===== src/logic/wdt_pkg.sv =====
package wdt_pkg;

    // ------------------------------------------------------------
    // Clock and tick timing
    // ------------------------------------------------------------
    localparam int CLK_PERIOD_NS = 8;
    localparam int TICK_NS       = 1000;
    localparam int TICK_CYCLES   = TICK_NS / CLK_PERIOD_NS;
    localparam int TICK_W        = 8;

    // ------------------------------------------------------------
    // Watchdog periods, in microseconds as printed, then in cycles
    // ------------------------------------------------------------
    localparam int WDT_PERIOD0_US = 1400;
    localparam int WDT_PERIOD1_US = 5500;
    localparam int WDT_PERIOD2_US = 22000;
    localparam int WDT_PERIOD3_US = 66000;
    localparam int WDT_PERIOD0_CYCLES = WDT_PERIOD0_US * 1000 / CLK_PERIOD_NS;
    localparam int WDT_PERIOD1_CYCLES = WDT_PERIOD1_US * 1000 / CLK_PERIOD_NS;
    localparam int WDT_PERIOD2_CYCLES = WDT_PERIOD2_US * 1000 / CLK_PERIOD_NS;
    localparam int WDT_PERIOD3_CYCLES = WDT_PERIOD3_US * 1000 / CLK_PERIOD_NS;
    localparam int WDT_CNT_W          = 24;

    // Length of the processor reset pulse after a watchdog expiry
    localparam int CPU_RESET_CYCLES = 16;
    localparam int CPU_RESET_W      = 5;

    // ------------------------------------------------------------
    // Register indices; byte address is four times the index
    // ------------------------------------------------------------
    localparam logic [15:0] WDT_CTRL_IDX   = 16'hc00c;
    localparam logic [15:0] TIMER0_IDX     = 16'hc010;
    localparam logic [15:0] TIMER1_IDX     = 16'hc012;
    localparam logic [15:0] IRQ_STATUS_IDX = 16'hc020;
    localparam logic [15:0] IRQ_CLEAR_IDX  = 16'hc021;
    localparam logic [15:0] IRQ_ENABLE_IDX = 16'hc022;

    // ------------------------------------------------------------
    // Field positions and reset values
    // ------------------------------------------------------------
    localparam int WDT_RESTART_BIT = 0;
    localparam int WDT_RUN_BIT     = 1;
    localparam int WDT_LOCK_BIT    = 2;
    localparam int WDT_PERIOD_LSB  = 3;
    localparam int WDT_FLAG_BIT    = 5;

    localparam logic [15:0] TIMER_RESET = 16'hffff;

    localparam int IRQ_WDT_BIT = 0;
    localparam int IRQ_T0_BIT  = 1;
    localparam int IRQ_T1_BIT  = 2;
    localparam int IRQ_W       = 3;

    typedef struct packed {
        logic [1:0] period;
        logic       lock;
        logic       watchdog_run_enable;
    } wdt_ctrl_s;

endpackage


===== src/logic/wdt_top.sv =====
`timescale 1ns/1ps

module wdt_top #(
    parameter int WDT_P0_CYCLES = wdt_pkg::WDT_PERIOD0_CYCLES,
    parameter int WDT_P1_CYCLES = wdt_pkg::WDT_PERIOD1_CYCLES,
    parameter int WDT_P2_CYCLES = wdt_pkg::WDT_PERIOD2_CYCLES,
    parameter int WDT_P3_CYCLES = wdt_pkg::WDT_PERIOD3_CYCLES,
    parameter int TIMER_W       = 16
) (
    input  wire logic        pclk,
    input  wire logic        presetn,
    input  wire logic        psel,
    input  wire logic        penable,
    input  wire logic        pwrite,
    input  wire logic [31:0] paddr,
    input  wire logic [31:0] pwdata,
    output logic      [31:0] prdata,
    output logic             pready,
    output logic             pslverr,
    output logic             irq,
    output logic             cpu_reset
);

    // ------------------------------------------------------------
    // Bus decode
    // ------------------------------------------------------------
    logic                       setup_phase;
    logic                       access_done;
    logic                       hit_wdt;
    logic                       hit_t0;
    logic                       hit_t1;
    logic                       hit_status;
    logic                       hit_clear;
    logic                       hit_enable;
    logic                       mapped;
    logic                       wr_wdt;
    logic                       wr_clear;
    logic                       wr_enable;
    logic [1:0]                 wr_timer;
    logic [31:0]                read_word;

    // Registered state and the combinational control derived from it
    wdt_pkg::wdt_ctrl_s         ctrl;
    logic                       flag;
    logic [wdt_pkg::WDT_CNT_W-1:0]   wdt_cnt;
    logic [wdt_pkg::WDT_CNT_W-1:0]   wdt_limit;
    logic                       wdt_active;
    logic                       restart;
    logic                       timeout;
    logic [wdt_pkg::CPU_RESET_W-1:0] rst_cnt;
    logic [wdt_pkg::TICK_W-1:0] tick_div;
    logic                       tick;
    logic [TIMER_W-1:0]         timer_cnt [2];
    logic [wdt_pkg::IRQ_W-1:0]  irq_status;
    logic [wdt_pkg::IRQ_W-1:0]  irq_enable;
    logic [wdt_pkg::IRQ_W-1:0]  irq_set;
    logic [wdt_pkg::IRQ_W-1:0]  next_irq_status;

    // Zero-wait slave: ready rises in the cycle after setup
    assign setup_phase = psel & ~penable & ~pready;
    assign access_done = psel & penable & pready;

    assign hit_wdt    = (paddr == {14'h0000, wdt_pkg::WDT_CTRL_IDX, 2'b00});
    assign hit_t0     = (paddr == {14'h0000, wdt_pkg::TIMER0_IDX, 2'b00});
    assign hit_t1     = (paddr == {14'h0000, wdt_pkg::TIMER1_IDX, 2'b00});
    assign hit_status = (paddr == {14'h0000, wdt_pkg::IRQ_STATUS_IDX, 2'b00});
    assign hit_clear  = (paddr == {14'h0000, wdt_pkg::IRQ_CLEAR_IDX, 2'b00});
    assign hit_enable = (paddr == {14'h0000, wdt_pkg::IRQ_ENABLE_IDX, 2'b00});
    assign mapped     = hit_wdt | hit_t0 | hit_t1 | hit_status | hit_clear | hit_enable;

    // Writes take effect only at the completing access edge
    assign wr_wdt      = access_done & pwrite & hit_wdt;
    assign wr_clear    = access_done & pwrite & hit_clear;
    assign wr_enable   = access_done & pwrite & hit_enable;
    assign wr_timer[0] = access_done & pwrite & hit_t0;
    assign wr_timer[1] = access_done & pwrite & hit_t1;

    // ------------------------------------------------------------
    // Read mux
    // ------------------------------------------------------------
    always_comb
    begin
        read_word = 32'h0000_0000;
        if (hit_wdt)
        begin
            // Restart bit is write-only and reads zero; reserved bits read zero
            read_word[wdt_pkg::WDT_RUN_BIT]    = ctrl.watchdog_run_enable;
            read_word[wdt_pkg::WDT_LOCK_BIT]   = ctrl.lock;
            read_word[wdt_pkg::WDT_PERIOD_LSB +: 2] = ctrl.period;
            read_word[wdt_pkg::WDT_FLAG_BIT]   = flag;
        end
        else if (hit_t0)
        begin
            read_word[TIMER_W-1:0] = timer_cnt[0];
        end
        else if (hit_t1)
        begin
            read_word[TIMER_W-1:0] = timer_cnt[1];
        end
        else if (hit_status)
        begin
            read_word[wdt_pkg::IRQ_W-1:0] = irq_status;
        end
        else if (hit_enable)
        begin
            read_word[wdt_pkg::IRQ_W-1:0] = irq_enable;
        end
    end

    // ------------------------------------------------------------
    // Bus answer
    // ------------------------------------------------------------
    always_ff @(posedge pclk or negedge presetn)
    begin
        if (!presetn)
        begin
            pready  <= 1'b0;
            pslverr <= 1'b0;
            prdata  <= 32'h0000_0000;
        end
        else
        begin
            pready  <= setup_phase;
            pslverr <= setup_phase & ~mapped;
            prdata  <= (setup_phase & ~pwrite) ? read_word : 32'h0000_0000;
        end
    end

    // ------------------------------------------------------------
    // One microsecond tick
    // ------------------------------------------------------------
    // Runs from the bus clock, so processor speed changes never touch it
    always_ff @(posedge pclk or negedge presetn)
    begin
        if (!presetn)
        begin
            tick_div <= '0;
            tick     <= 1'b0;
        end
        else if (tick_div == wdt_pkg::TICK_W'(wdt_pkg::TICK_CYCLES - 1))
        begin
            tick_div <= '0;
            tick     <= 1'b1;
        end
        else
        begin
            tick_div <= tick_div + 1'b1;
            tick     <= 1'b0;
        end
    end

    // ------------------------------------------------------------
    // Watchdog control
    // ------------------------------------------------------------
    // Lock keeps the dog alive even with run cleared
    assign wdt_active = ctrl.watchdog_run_enable | ctrl.lock;

    // Restart is honoured while locked; otherwise a locked dog could never be fed
    assign restart = wr_wdt & pwdata[wdt_pkg::WDT_RESTART_BIT];

    always_comb
    begin
        unique case (ctrl.period)
            2'b00: wdt_limit = wdt_pkg::WDT_CNT_W'(WDT_P0_CYCLES - 1);
            2'b01: wdt_limit = wdt_pkg::WDT_CNT_W'(WDT_P1_CYCLES - 1);
            2'b10: wdt_limit = wdt_pkg::WDT_CNT_W'(WDT_P2_CYCLES - 1);
            2'b11: wdt_limit = wdt_pkg::WDT_CNT_W'(WDT_P3_CYCLES - 1);
        endcase
    end

    assign timeout = wdt_active & ~restart & (wdt_cnt == wdt_limit);

    always_ff @(posedge pclk or negedge presetn)
    begin
        if (!presetn)
        begin
            ctrl <= '0;
        end
        else if (timeout)
        begin
            // The processor reset also returns the dog to its idle setup
            ctrl <= '0;
        end
        else if (wr_wdt && !ctrl.lock)
        begin
            ctrl.watchdog_run_enable <= pwdata[wdt_pkg::WDT_RUN_BIT];
            ctrl.lock   <= pwdata[wdt_pkg::WDT_LOCK_BIT];
            ctrl.period <= pwdata[wdt_pkg::WDT_PERIOD_LSB +: 2];
        end
    end

    always_ff @(posedge pclk or negedge presetn)
    begin
        if (!presetn)
        begin
            wdt_cnt <= '0;
        end
        else if (!wdt_active || restart || timeout)
        begin
            wdt_cnt <= '0;
        end
        else
        begin
            wdt_cnt <= wdt_cnt + 1'b1;
        end
    end

    // Flag is writable by nobody; only presetn clears it
    always_ff @(posedge pclk or negedge presetn)
    begin
        if (!presetn)
        begin
            flag <= 1'b0;
        end
        else if (timeout)
        begin
            flag <= 1'b1;
        end
    end

    // ------------------------------------------------------------
    // Processor reset pulse
    // ------------------------------------------------------------
    always_ff @(posedge pclk or negedge presetn)
    begin
        if (!presetn)
        begin
            rst_cnt   <= '0;
            cpu_reset <= 1'b0;
        end
        else if (timeout)
        begin
            rst_cnt   <= wdt_pkg::CPU_RESET_W'(wdt_pkg::CPU_RESET_CYCLES);
            cpu_reset <= 1'b1;
        end
        else
        begin
            if (rst_cnt != '0)
            begin
                rst_cnt <= rst_cnt - 1'b1;
            end
            cpu_reset <= (rst_cnt > wdt_pkg::CPU_RESET_W'(1));
        end
    end

    // ------------------------------------------------------------
    // General timers
    // ------------------------------------------------------------
    for (genvar i = 0; i < 2; i++)
    begin : g_timer
        always_ff @(posedge pclk or negedge presetn)
        begin
            if (!presetn)
            begin
                timer_cnt[i] <= TIMER_W'(wdt_pkg::TIMER_RESET);
            end
            else if (wr_timer[i])
            begin
                // A load beats a tick in the same cycle
                timer_cnt[i] <= pwdata[TIMER_W-1:0];
            end
            else if (tick && timer_cnt[i] != '0)
            begin
                timer_cnt[i] <= timer_cnt[i] - 1'b1;
            end
        end
    end

    // ------------------------------------------------------------
    // Interrupt status, clear and enable
    // ------------------------------------------------------------
    always_comb
    begin
        irq_set                       = '0;
        irq_set[wdt_pkg::IRQ_WDT_BIT] = timeout;
        // Level source: a timer parked at zero re-asserts after a clear
        irq_set[wdt_pkg::IRQ_T0_BIT]  = (timer_cnt[0] == '0);
        irq_set[wdt_pkg::IRQ_T1_BIT]  = (timer_cnt[1] == '0);
        next_irq_status = irq_status;
        if (wr_clear)
        begin
            next_irq_status = irq_status & ~pwdata[wdt_pkg::IRQ_W-1:0];
        end
        // Set wins over a clear in the same cycle
        next_irq_status = next_irq_status | irq_set;
    end

    always_ff @(posedge pclk or negedge presetn)
    begin
        if (!presetn)
        begin
            irq_status <= '0;
        end
        else
        begin
            irq_status <= next_irq_status;
        end
    end

    always_ff @(posedge pclk or negedge presetn)
    begin
        if (!presetn)
        begin
            irq_enable <= '0;
        end
        else if (wr_enable)
        begin
            irq_enable <= pwdata[wdt_pkg::IRQ_W-1:0];
        end
    end

    always_ff @(posedge pclk or negedge presetn)
    begin
        if (!presetn)
        begin
            irq <= 1'b0;
        end
        else
        begin
            irq <= |(next_irq_status & (wr_enable ? pwdata[wdt_pkg::IRQ_W-1:0] : irq_enable));
        end
    end

endmodule


===== config.mk =====
export PLATFORM = sky130hd
export DESIGN_NAME = wdt_top
export DESIGN_NICKNAME = d
export VERILOG_FILES = /design/src/logic/wdt_pkg.sv /design/src/logic/wdt_top.sv
export SDC_FILE = /design/constraint.sdc
export NUM_CORES = 1
export LEC_CHECK = 0
export ABC_AREA = 0
export BUFFER_PORTS_ARGS = -buffer_cell sky130_fd_sc_hd__buf_2
export CORE_ASPECT_RATIO = 1.75
export CORE_MARGIN = 2
export CORE_UTILIZATION = 30
export CTS_CLUSTER_DIAMETER = 80
export CTS_CLUSTER_SIZE = 14
export DETAILED_ROUTE_END_ITERATION = 8
export PLACE_DENSITY = 0.45
export REMOVE_ABC_BUFFERS = 1
export SLEW_MARGIN = 10
export SYNTH_ARGS = -nofsm -noshare
export SYNTH_HDL_FRONTEND = slang
export SYNTH_SLANG_ARGS = --single-unit
export TNS_END_PERCENT = 100

===== constraint.sdc =====
create_clock -name pclk -period 3.85 [get_ports pclk]
set_input_delay 0.5775 -clock pclk [delete_from_list [all_inputs] [get_ports pclk]]
set_output_delay 0.5775 -clock pclk [all_outputs]
set_load 0.005 [all_outputs]

# ---- After elaboration in Yosys (flattened, before gate mapping)
# Index checks and enable logic that the tools add are counted.
dict set report op_classes {
  add_sub_neg 5
  n_lt_le_gt_ge 1
  n_eq_ne 11
  muxes 24
  bitwise 30
  reduce_logical 18
}
# cell n
set ops {}
lappend ops {{$eq 32x18->1 const B} 6}
lappend ops {{$mux 16} 6}
lappend ops {{$pmux 24 s4} 1}
lappend ops {{$logic_not 16->1} 2}
lappend ops {{$reduce_bool 16->1} 2}
lappend ops {{$sub 16x1->16 const B} 2}
lappend ops {{$add 24x1->24 const B} 1}
lappend ops {{$eq 24x24->1} 1}
lappend ops {{$mux 24} 1}
lappend ops {{$and 1x1->1} 15}
lappend ops {{$mux 3} 5}
lappend ops {{$mux 5} 3}
lappend ops {{$mux 13} 1}
lappend ops {{$mux 10} 1}
lappend ops {{$add 8x1->8 const B} 1}
lappend ops {{$eq 8x7->1 const B} 1}
lappend ops {{$mux 4} 2}
lappend ops {{$mux 8} 1}
lappend ops {{$reduce_bool 2->1} 4}
lappend ops {{$and 3x3->3} 2}
lappend ops {{$or 1x1->1} 6}
lappend ops {{$gt 5x1->1 const B} 1}
lappend ops {{$not 1->1} 5}
lappend ops {{$reduce_bool 5->1} 1}
lappend ops {{11 further kinds} 18}
dict set report word_totals {
  register_bits 101
  output_inout_bits 36
  word_cells 106
}

# ---- Logic depth before layout (Yosys ltp)
# Gate-level depths: netlist (run 1).
dict set report logic_depth {
  depth_word 11
  mapped_depth 9
  ltp_nobuf 8
}

# ---- Least setup slack after synthesis (run 1)
# No wires, ideal clock.
dict set report synth_timing {
  path_type {input port to flip-flop}
  start {input port paddr[18]}
  end {register irq}
  setup_time_ns 0.131
  t_arrival_ns 2.508
  required_time_ns 3.719
  slack_ns 1.212
  stages 6
  path_buffers 0
  cell_sequence {or4_4 or3_4 nor4_2 mux2_2 a22oi_1 o21ai_0}
}
dict set report synth_via {
  elab_chain_cells 9
  word_cells_on_any_way 15
}
# element line_no
set synth_lines {}
lappend synth_lines {{start, declared} wdt_top.sv:15} ;# input wire logic [31:0] paddr,
lappend synth_lines {{$eq 32x18->1} wdt_top.sv:63} ;# assign hit_wdt = (paddr == {14'h0000, wdt_pkg::WDT_CTRL_IDX, 2'b00});
lappend synth_lines {{$and 1x1->1} wdt_top.sv:72} ;# assign wr_wdt = access_done & pwrite & hit_wdt;
lappend synth_lines {{$and 1x1->1} wdt_top.sv:159} ;# assign restart = wr_wdt & pwdata[wdt_pkg::WDT_RESTART_BIT];
lappend synth_lines {{$not 1->1} wdt_top.sv:171} ;# assign timeout = wdt_active & ~restart & (wdt_cnt == wdt_limit);
lappend synth_lines {{$and 1x1->1 (2 in series)} wdt_top.sv:171}
lappend synth_lines {{$or 3x3->3} wdt_top.sv:285} ;# next_irq_status = next_irq_status | irq_set;
lappend synth_lines {{$and 3x3->3 (*)} wdt_top.sv:320} ;# irq <= |(next_irq_status & (wr_enable ? pwdata[wdt_pkg::IRQ_W-1:0] : irq_enable));
lappend synth_lines {{$reduce_or 3->1 (*)} wdt_top.sv:320}
lappend synth_lines {{end signal, assigned} wdt_top.sv:320}
lappend synth_lines {{end, declared} wdt_top.sv:20} ;# output logic irq,
# Every way passes the cells marked *; elsewhere a longest branch is shown, timed or not.
# A chain may end at the register's enable or synchronous reset.

# ---- Worst setup path in the final report (run 1)
dict set report layout_timing {
  start {register ctrl[2] in the netlist's numbering}
  end {register rst_cnt[4] in the netlist's numbering}
}
dict set report layout_via {
  elab_chain_cells 5
  word_cells_on_any_way 9
}
# element line_no
set layout_lines {}
lappend layout_lines {{start, declared} wdt_top.sv:43} ;# wdt_pkg::wdt_ctrl_s ctrl;
lappend layout_lines {{$eq 2x2->1, or another cell as far along} wdt_top.sv:163} ;# unique case (ctrl.period)
lappend layout_lines {{$pmux 24 s4 (*)} wdt_top.sv:163}
lappend layout_lines {{$eq 24x24->1 (*)} wdt_top.sv:171}
lappend layout_lines {{$and 1x1->1 (*)} wdt_top.sv:171}
lappend layout_lines {{$mux 5 or $reduce_bool 2->1 (tied branches)} -}
lappend layout_lines {{end signal, assigned} wdt_top.sv:233} ;# rst_cnt <= wdt_pkg::CPU_RESET_W'(wdt_pkg::CPU_RESET_CYCLES);
lappend layout_lines {{end signal, assigned} wdt_top.sv:240} ;# rst_cnt <= rst_cnt - 1'b1;
lappend layout_lines {{end, declared} wdt_top.sv:50} ;# logic [wdt_pkg::CPU_RESET_W-1:0] rst_cnt;
# Every way passes the cells marked *; elsewhere a longest branch is shown, timed or not. The select of a mux whose other input is x is not followed.

==> results.ini, run 1 <==
[yosys]
muxShareOfSynthArea_pct=3.73
ys_seq_area_share_pct=46.1
yosysWarnings=0
syn_area_sq_mm=0.00557
synth-simple-area-share_pct=24.4
synth_top_family_by_area=simple AND/OR/NAND/NOR gates
synth_compound_area_share_pct=8.62
async_reset_ff_share_pct=100
synth-adder-area-share_pct=2.92
synth_edf_count=0
synthXorXnorAreaFrac_pct=8.80
syn_avg_cell_area_sq_um=9.53
synthFlopType=dfrtp_1
synth_cells=585
yosysUniqueCellTypes=60
synth-seq-cells=101

[placement]
io_buffer_count=72
dpl-instance-area_sq_mm=0.00613
gp_congestion=0.840
place_hpwl_um=10600

[critical_path]
path_max_fanout=11
r2r_slack_ps=880
r2r-end=rst_cnt[4]
worstPathArrival_ps=3260
worstSetupPathType=flip-flop to flip-flop
crit_path_end_kind=flip-flop
crit_required_ps=4140
r2r_cells=7
worstReg2RegStart=ctrl[2]
startpoint_type=flip-flop

[global_route]
grt_overflow=0
grt_pass1_wl_um=22600
grt_pass1_vias=4432
antenna_found_initial=0
grt_max_degree=76
grt.total_usage_pct=14.8

[final_layout]
final.fill_count=1909
fin_util_pct=34.9
n_antenna_cell=0
drive_above_1_share_pct=21.9
area_delta_synth_final_pct=15.2
nets=736
finalInstanceArea_sq_mm=0.00642

[clock_network]
htree_levels=3
cts_buffers=9
clkLatencyLatePin_ps=350
clk_path_buf_depth=2
cts_resized=0
cts_sinks=101
cts_setup_buffers=0
clk_pin_slew_ps=80
postCtsHoldBufs=0
clock-root-buffer=clkbuf_16
cts_tree=done

[power]
power-per-cell-area_mw_per_mm2=321
seq_power_share_pct=51.6
p_switching_mw=0.500
switching_share_pct=24.3
p_clk_share_pct=44.3
power.share.combinational_pct=4.0
p_leak_nw=2.65
internal_power_mw=1.56
peakVddDrop_mv=0.166

[outcome]
status=complete, no violations

[run]
cap_violations=0

[routing]
drcViolationCount=0
routed_wl_um=14200
drtPass1Iterations=5
antenna_left=0
vias=4403
drt-initial-drc-count=151
vias_per_cell=4.91
wl_per_cell_um=15.8

[timing]
fmax_ghz=0.337
whs_ps=392
fin_setup_tns_ps=0
finalSetupViolCount=0
maxSlewHeadroom_pct=34.3
slew_violations=0
skew_ps=8.93
fin_crit_sh_pct=77.0
rsz0062_at_grt=no
tightest_slew_ps=986
min_period_ps=2970
finalHoldViolations=0

[die]
fp.dieH_um=184
die_x_um=107
core_area_sq_mm=0.0184
die_area_sq_mm=0.0197
initial_utilization_pct=30.3
io_pins=105
num_rows=66

[hold_path]
hold_path_class=input port to async pin

registers in the layout, indices dropped and copies added, names as in the netlist, 3 cells and up:
register    flops
tick_div        8
rst_cnt         5
irq_status      3
wdt_cnt        24
timer_cnt      32
ctrl            4
prdata         16
irq_enable      3
synth_stat cells, types with 3 or more instances:
library cell,n,area (sq um)
nand2_1,22,82.6
ha_1,13,163
clkbuf_1,14,52.6
xnor2_1,30,263
and3_1,6,37.5
and2_1,5,31.3
nor3b_1,3,22.5
buf_4,19,143
nand3_1,27,135
nor2_1,105,394
dfstp_2,32,841
nor4_1,21,131
o21a_1,7,52.6
nor2b_1,5,31.3
a21oi_1,31,155
dfrtp_1,69,1730
a32oi_1,3,26.3
nand4_1,9,56.3
mux2i_1,14,140
mux2_2,6,67.6
or3_1,5,31.3
a221oi_1,4,35.0
inv_1,22,82.6
nor4b_1,3,26.3
nor3_1,13,65.1
xor2_1,26,228
nand3b_1,7,52.6
o21ai_0,7,35.0
a31oi_1,4,25.0
or4_1,7,52.6
a22oi_1,6,45.0
cells by family (layout without fill, tap and decap cells):
kind of cell             after synthesis  after routing
XOR/XNOR                              56             56
flip-flops                           101            101
adder cells (fa/ha/maj)               13             13
buffers and inverters                 59            118
AND/OR/NAND/NOR                      260            260
multiplexers                          20             20
other                                  1             16
AO/OA/AOI/OAI                         75             75
metrics by stage:
stage,setup slack (ps),total power [mW],std cells
2_1_floorplan,1110,1.10,563
3_3_place_gp,804,1.17,881
3_5_place_dp,736,1.17,881
4_1_cts,844,2.10,897
5_1_grt,702,2.15,897
6_report,884,2.06,897
worst max-delay path, stage by stage (launching register included):
cell and delay, ps:
dfrtp_1 480, ha_1 280, or3_1 370, a2111oi_0 390, o22ai_1 140, nor4_1 550
and2_1 520, a221o_1 180
per-layer routing:
layer | track usage, % | vias up | routed length (um)
met3 | 2.40 | 10 | 537
met2 | 28.5 | 111 | 7870
met4 | 4.47 | 0 | 222
met1 | 16.1 | 2134 | 5570
li1 | - | 2148 | -
met5 | 0 | - | 0
placed cells by master, fill, tap and decap left out, drive strengths merged, types with 3 or more instances in the layout:
master / synthesis / routed
a21oi: 31 / 31
a221oi: 4 / 4
a22oi: 6 / 6
a31oi: 4 / 4
a32oi: 3 / 3
and2: 5 / 5
and3: 6 / 6
buf: 23 / 80
clkbuf: 14 / 10
conb: 1 / 16
dfrtp: 69 / 69
dfstp: 32 / 32
ha: 13 / 13
inv: 22 / 26
mux2: 6 / 6
mux2i: 14 / 14
nand2: 22 / 22
nand3: 27 / 27
nand3b: 7 / 7
nand4: 9 / 9
nor2: 105 / 105
nor2b: 5 / 5
nor3: 15 / 15
nor3b: 3 / 3
nor4: 23 / 23
nor4b: 3 / 3
o21a: 7 / 7
o21ai: 7 / 7
or2: 4 / 4
or3: 6 / 6
or4: 8 / 8
xnor2: 30 / 30
xor2: 26 / 26
worst max-delay path by stage:
| stage | startpoint | endpoint | slack [ps] | depth (start not counted) |
|---|---|---|---|---|
| floorplan | paddr[18] | timer_cnt[17] | 1110 | 5 |
| global placement | paddr[18] | prdata[0] | 800 | 7 |
| detailed placement | paddr[18] | prdata[0] | 740 | 7 |
| CTS | ctrl[2] | rst_cnt[4] | 840 | 7 |
| global route | ctrl[2] | rst_cnt[4] | 700 | 7 |
| finish | ctrl[2] | rst_cnt[4] | 880 | 7 |
power by group through the flow:
| stage | Sequential (mW) | Clock, mW | Combinational, mW |
|---|---|---|---|
| 6_report | 1.06 | 0.913 | 0.0834 |
| 2_1_floorplan | 1.08 | 0 | 0.0182 |
| 3_5_place_dp | 1.08 | 0 | 0.0853 |
| 5_1_grt | 1.06 | 0.987 | 0.0950 |
| 3_3_place_gp | 1.08 | 0 | 0.0838 |
| 4_1_cts | 1.06 | 0.951 | 0.0857 |
cell type report:
cell class | count | area (sq um) | share of cell area (%)
clock inverter | 6 | 52.6 | 0.818
tap | 238 | 298 | 4.64
sequential | 101 | 2570 | 40.0
timing repair buffer | 80 | 423 | 6.59
inverter | 22 | 82.6 | 1.29
clock buffer | 10 | 239 | 3.72
multi-input combinational | 440 | 2760 | 43.0
Note: power is estimated with default switching activity, not from simulation.
==> run 2, diff against run 1 <==
--- a/config.mk
+++ b/config.mk
@@ -13,7 +13,7 @@
 export CTS_CLUSTER_DIAMETER = 80
 export CTS_CLUSTER_SIZE = 14
 export DETAILED_ROUTE_END_ITERATION = 8
-export PLACE_DENSITY = 0.45
+export PLACE_DENSITY = 0.47
 export REMOVE_ABC_BUFFERS = 1
 export SLEW_MARGIN = 10
 export SYNTH_ARGS = -nofsm -noshare
==> constraint.sdc (replaced) <==
create_clock -name pclk -period 2.4 [get_ports pclk]
set_input_delay 0.36 -clock pclk [delete_from_list [all_inputs] [get_ports pclk]]
set_output_delay 0.36 -clock pclk [all_outputs]
set_load 0.005 [all_outputs]
==> results.ini, run 2 (synthesized netlist as in run 1, its figures left out) <==
[global_route]
grt_overflow=0  ; unchanged
grt_max_degree=51  ; was 76
antenna_found_initial=0  ; unchanged
grt_pass1_vias=4736  ; was 4432
grt.total_usage_pct=15.8  ; was 14.8%
grt_pass1_wl_um=24200  ; was 22600 um

[timing]
skew_ps=10.1  ; was 8.93 ps
min_period_ps=2390  ; was 2970 ps
rsz0062_at_grt=yes  ; was no
tightest_slew_ps=572  ; was 986 ps
finalHoldViolations=0  ; unchanged
postLayoutSetupSlackWorst_ps=14.3  ; was 884 ps
slew_violations=0  ; unchanged
maxSlewHeadroom_pct=61.5  ; was 34.3%
whs_ps=242  ; was 392 ps
fmax_ghz=0.419  ; was 0.337 GHz
finalSetupViolCount=0  ; unchanged
fin_setup_tns_ps=0  ; unchanged
fin_crit_sh_pct=99.4  ; was 77.0%

[final_layout]
nets=774  ; was 736
area_delta_synth_final_pct=23.8  ; was 15.2%
regMostFlops=timer_cnt  ; unchanged
drive_above_1_share_pct=27.8  ; was 21.9%
top_regs=timer_cnt (32), wdt_cnt (24), prdata (16)  ; unchanged
layout_common_cells=97 x nor2_1, 71 x buf_2, 69 x dfrtp_1, 37 x buf_4, 32 x dfstp_2  ; was 105 x nor2_1, 71 x buf_2, 69 x dfrtp_1, 32 x dfstp_2, 31 x a21oi_1
multi_input_area_sq_mm=0.00284  ; was 0.00276 sq mm
final.fill_count=1849  ; was 1909
largest_reg_flops=32  ; unchanged
final-seq-area_sq_mm=0.00257  ; unchanged
n_antenna_cell=0  ; unchanged
layout_commonest_cell=nor2_1  ; unchanged

[clock_network]
cts_buffers=9  ; unchanged
clkLatencyLatePin_ps=350  ; about the same
clk_path_buf_depth=2  ; unchanged
htree_levels=3  ; unchanged
clk_pin_slew_ps=70  ; was 80 ps
cts_tree=done  ; unchanged
cts_sinks=101  ; unchanged
clock-root-buffer=clkbuf_16  ; unchanged

[die]
io_pins=105  ; unchanged
die_x_um=107  ; unchanged
core_area_sq_mm=0.0184  ; unchanged
die_area_sq_mm=0.0197  ; unchanged
num_rows=66  ; unchanged
fp.dieH_um=184  ; unchanged
initial_utilization_pct=30.3  ; unchanged

[run]
cap_violations=0  ; unchanged

[power]
total_power_mw=3.26  ; was 2.06 mW
p_leak_nw=2.91  ; was 2.65 nW
peakVddDrop_mv=0.259  ; was 0.166 mV
power-per-cell-area_mw_per_mm2=473  ; was 321 mW/mm^2

[routing]
drt-initial-drc-count=169  ; was 151
wl_per_cell_um=16.3  ; was 15.8 um
vias=4627  ; was 4403
antenna_left=0  ; unchanged
drtPass1Iterations=4  ; was 5
routed_wl_um=15200  ; was 14200 um
vias_per_cell=4.95  ; was 4.91
drcViolationCount=0  ; unchanged

[hold_path]
hold_path_class=input port to flip-flop  ; was input port to async pin

[critical_path]
crit_family=simple AND/OR/NAND/NOR gates  ; unchanged
worstPathArrival_ps=2630  ; was 3260 ps
startpoint_type=flip-flop  ; unchanged
worstPathCellList=ha_2, or3_4, a2111oi_4, o22ai_2, nor4_2, buf_4, or2b_4, clkbuf_16, nor2_1  ; was ha_1, or3_1, a2111oi_0, o22ai_1, nor4_1, and2_1, a221o_1
cp_slowest_cell=dfrtp_1  ; was nor4_1
crit_path_end_kind=flip-flop  ; unchanged
slowest_delay_ps=390  ; was 550 ps
worstSetupPathType=flip-flop to flip-flop  ; unchanged
path_buf_inv=2  ; was 0
crit_required_ps=2640  ; was 4140 ps
path_max_fanout=6  ; was 11
r2r_slack_ps=10  ; was 880 ps

[placement]
place_hpwl_um=11400  ; was 10600 um
gp_congestion=0.855  ; was 0.840
preCtsSetupSlack_ps=-222  ; was 736 ps
io_buffer_count=72  ; unchanged

[outcome]
status=complete, no violations  ; unchanged

[run 2: cell types whose count changed in the layout (fill, tap and decap cells not counted), moves of 2 or more]
cell and change:
buf_12 +6, buf_4 +28, clkbuf_16 +2, nor2_1 -8
nor2_2 +4, nor2_4 +4
[run 2: worst paths after layout]
| kind | end | start | depth (start not counted) |
|---|---|---|---|
| max | wdt_cnt[22] | ctrl[3] | 9 |
| min | timer_cnt[23] | pwdata[7] | 3 |
| max reg2reg | wdt_cnt[22] | ctrl[3] | 9 |
| min reg2reg | flag | flag | 1 |
| max in group asynchronous | timer_cnt[20] | presetn | 3 |
| min in group asynchronous | wdt_cnt[6] | presetn | 2 |
[run 2: metrics by stage]
stage,area [sq um],cells,utilization (%)
2_1_floorplan,5410,563,-
3_3_place_gp,6450,914,35.0
3_5_place_dp,6450,914,35.0
4_1_cts,6760,931,36.7
5_1_grt,6900,935,37.5
6_report,6900,935,37.5
[run 2: layer usage]
layer,track usage [%],up-vias,wire length (um)
met5,0,-,0
met4,7.17,0,638
met3,2.97,41,466
met2,29.4,103,8610
met1,16.9,2243,5530
li1,-,2240,-
[run 2: worst reg2reg max path: stages (launching register included)]
cell and delay [ps]:
dfrtp_1 390, ha_2 200, or3_4 380, a2111oi_4 370
o22ai_2 120, nor4_2 260, buf_4 170, or2b_4 180
clkbuf_16 170, nor2_1 40
[run 2: final cells by class]
type / instances / share of cell area [%]
clock buffers: 9 / 3.27
clock inverters: 7 / 0.835
inverters: 22 / 1.20
multi-input cells: 440 / 41.2
flip-flops and latches: 101 / 37.2
well taps: 238 / 4.32
repair buffers: 118 / 12.0
[run 2: report_power, final]
group / leakage [nW] / switching (mW) / internal, mW
Sequential: 1.27 / 0.00115 / 1.71
Combinational: 1.50 / 0.0885 / 0.0529
Clock: 0.136 / 0.695 / 0.721
Total: 2.91 / 0.785 / 2.48
[run 2: what timing repair did]
action / in CTS / in global routing
hold buffers: 1 / 0
buffers inserted: 0 / 1
endpoints found under the setup margin: 36 / 35
pin swaps: 1 / 12
gates resized for setup: 3 / 17
cloned: 0 / 3
hold endpoints to repair: 34 / 0
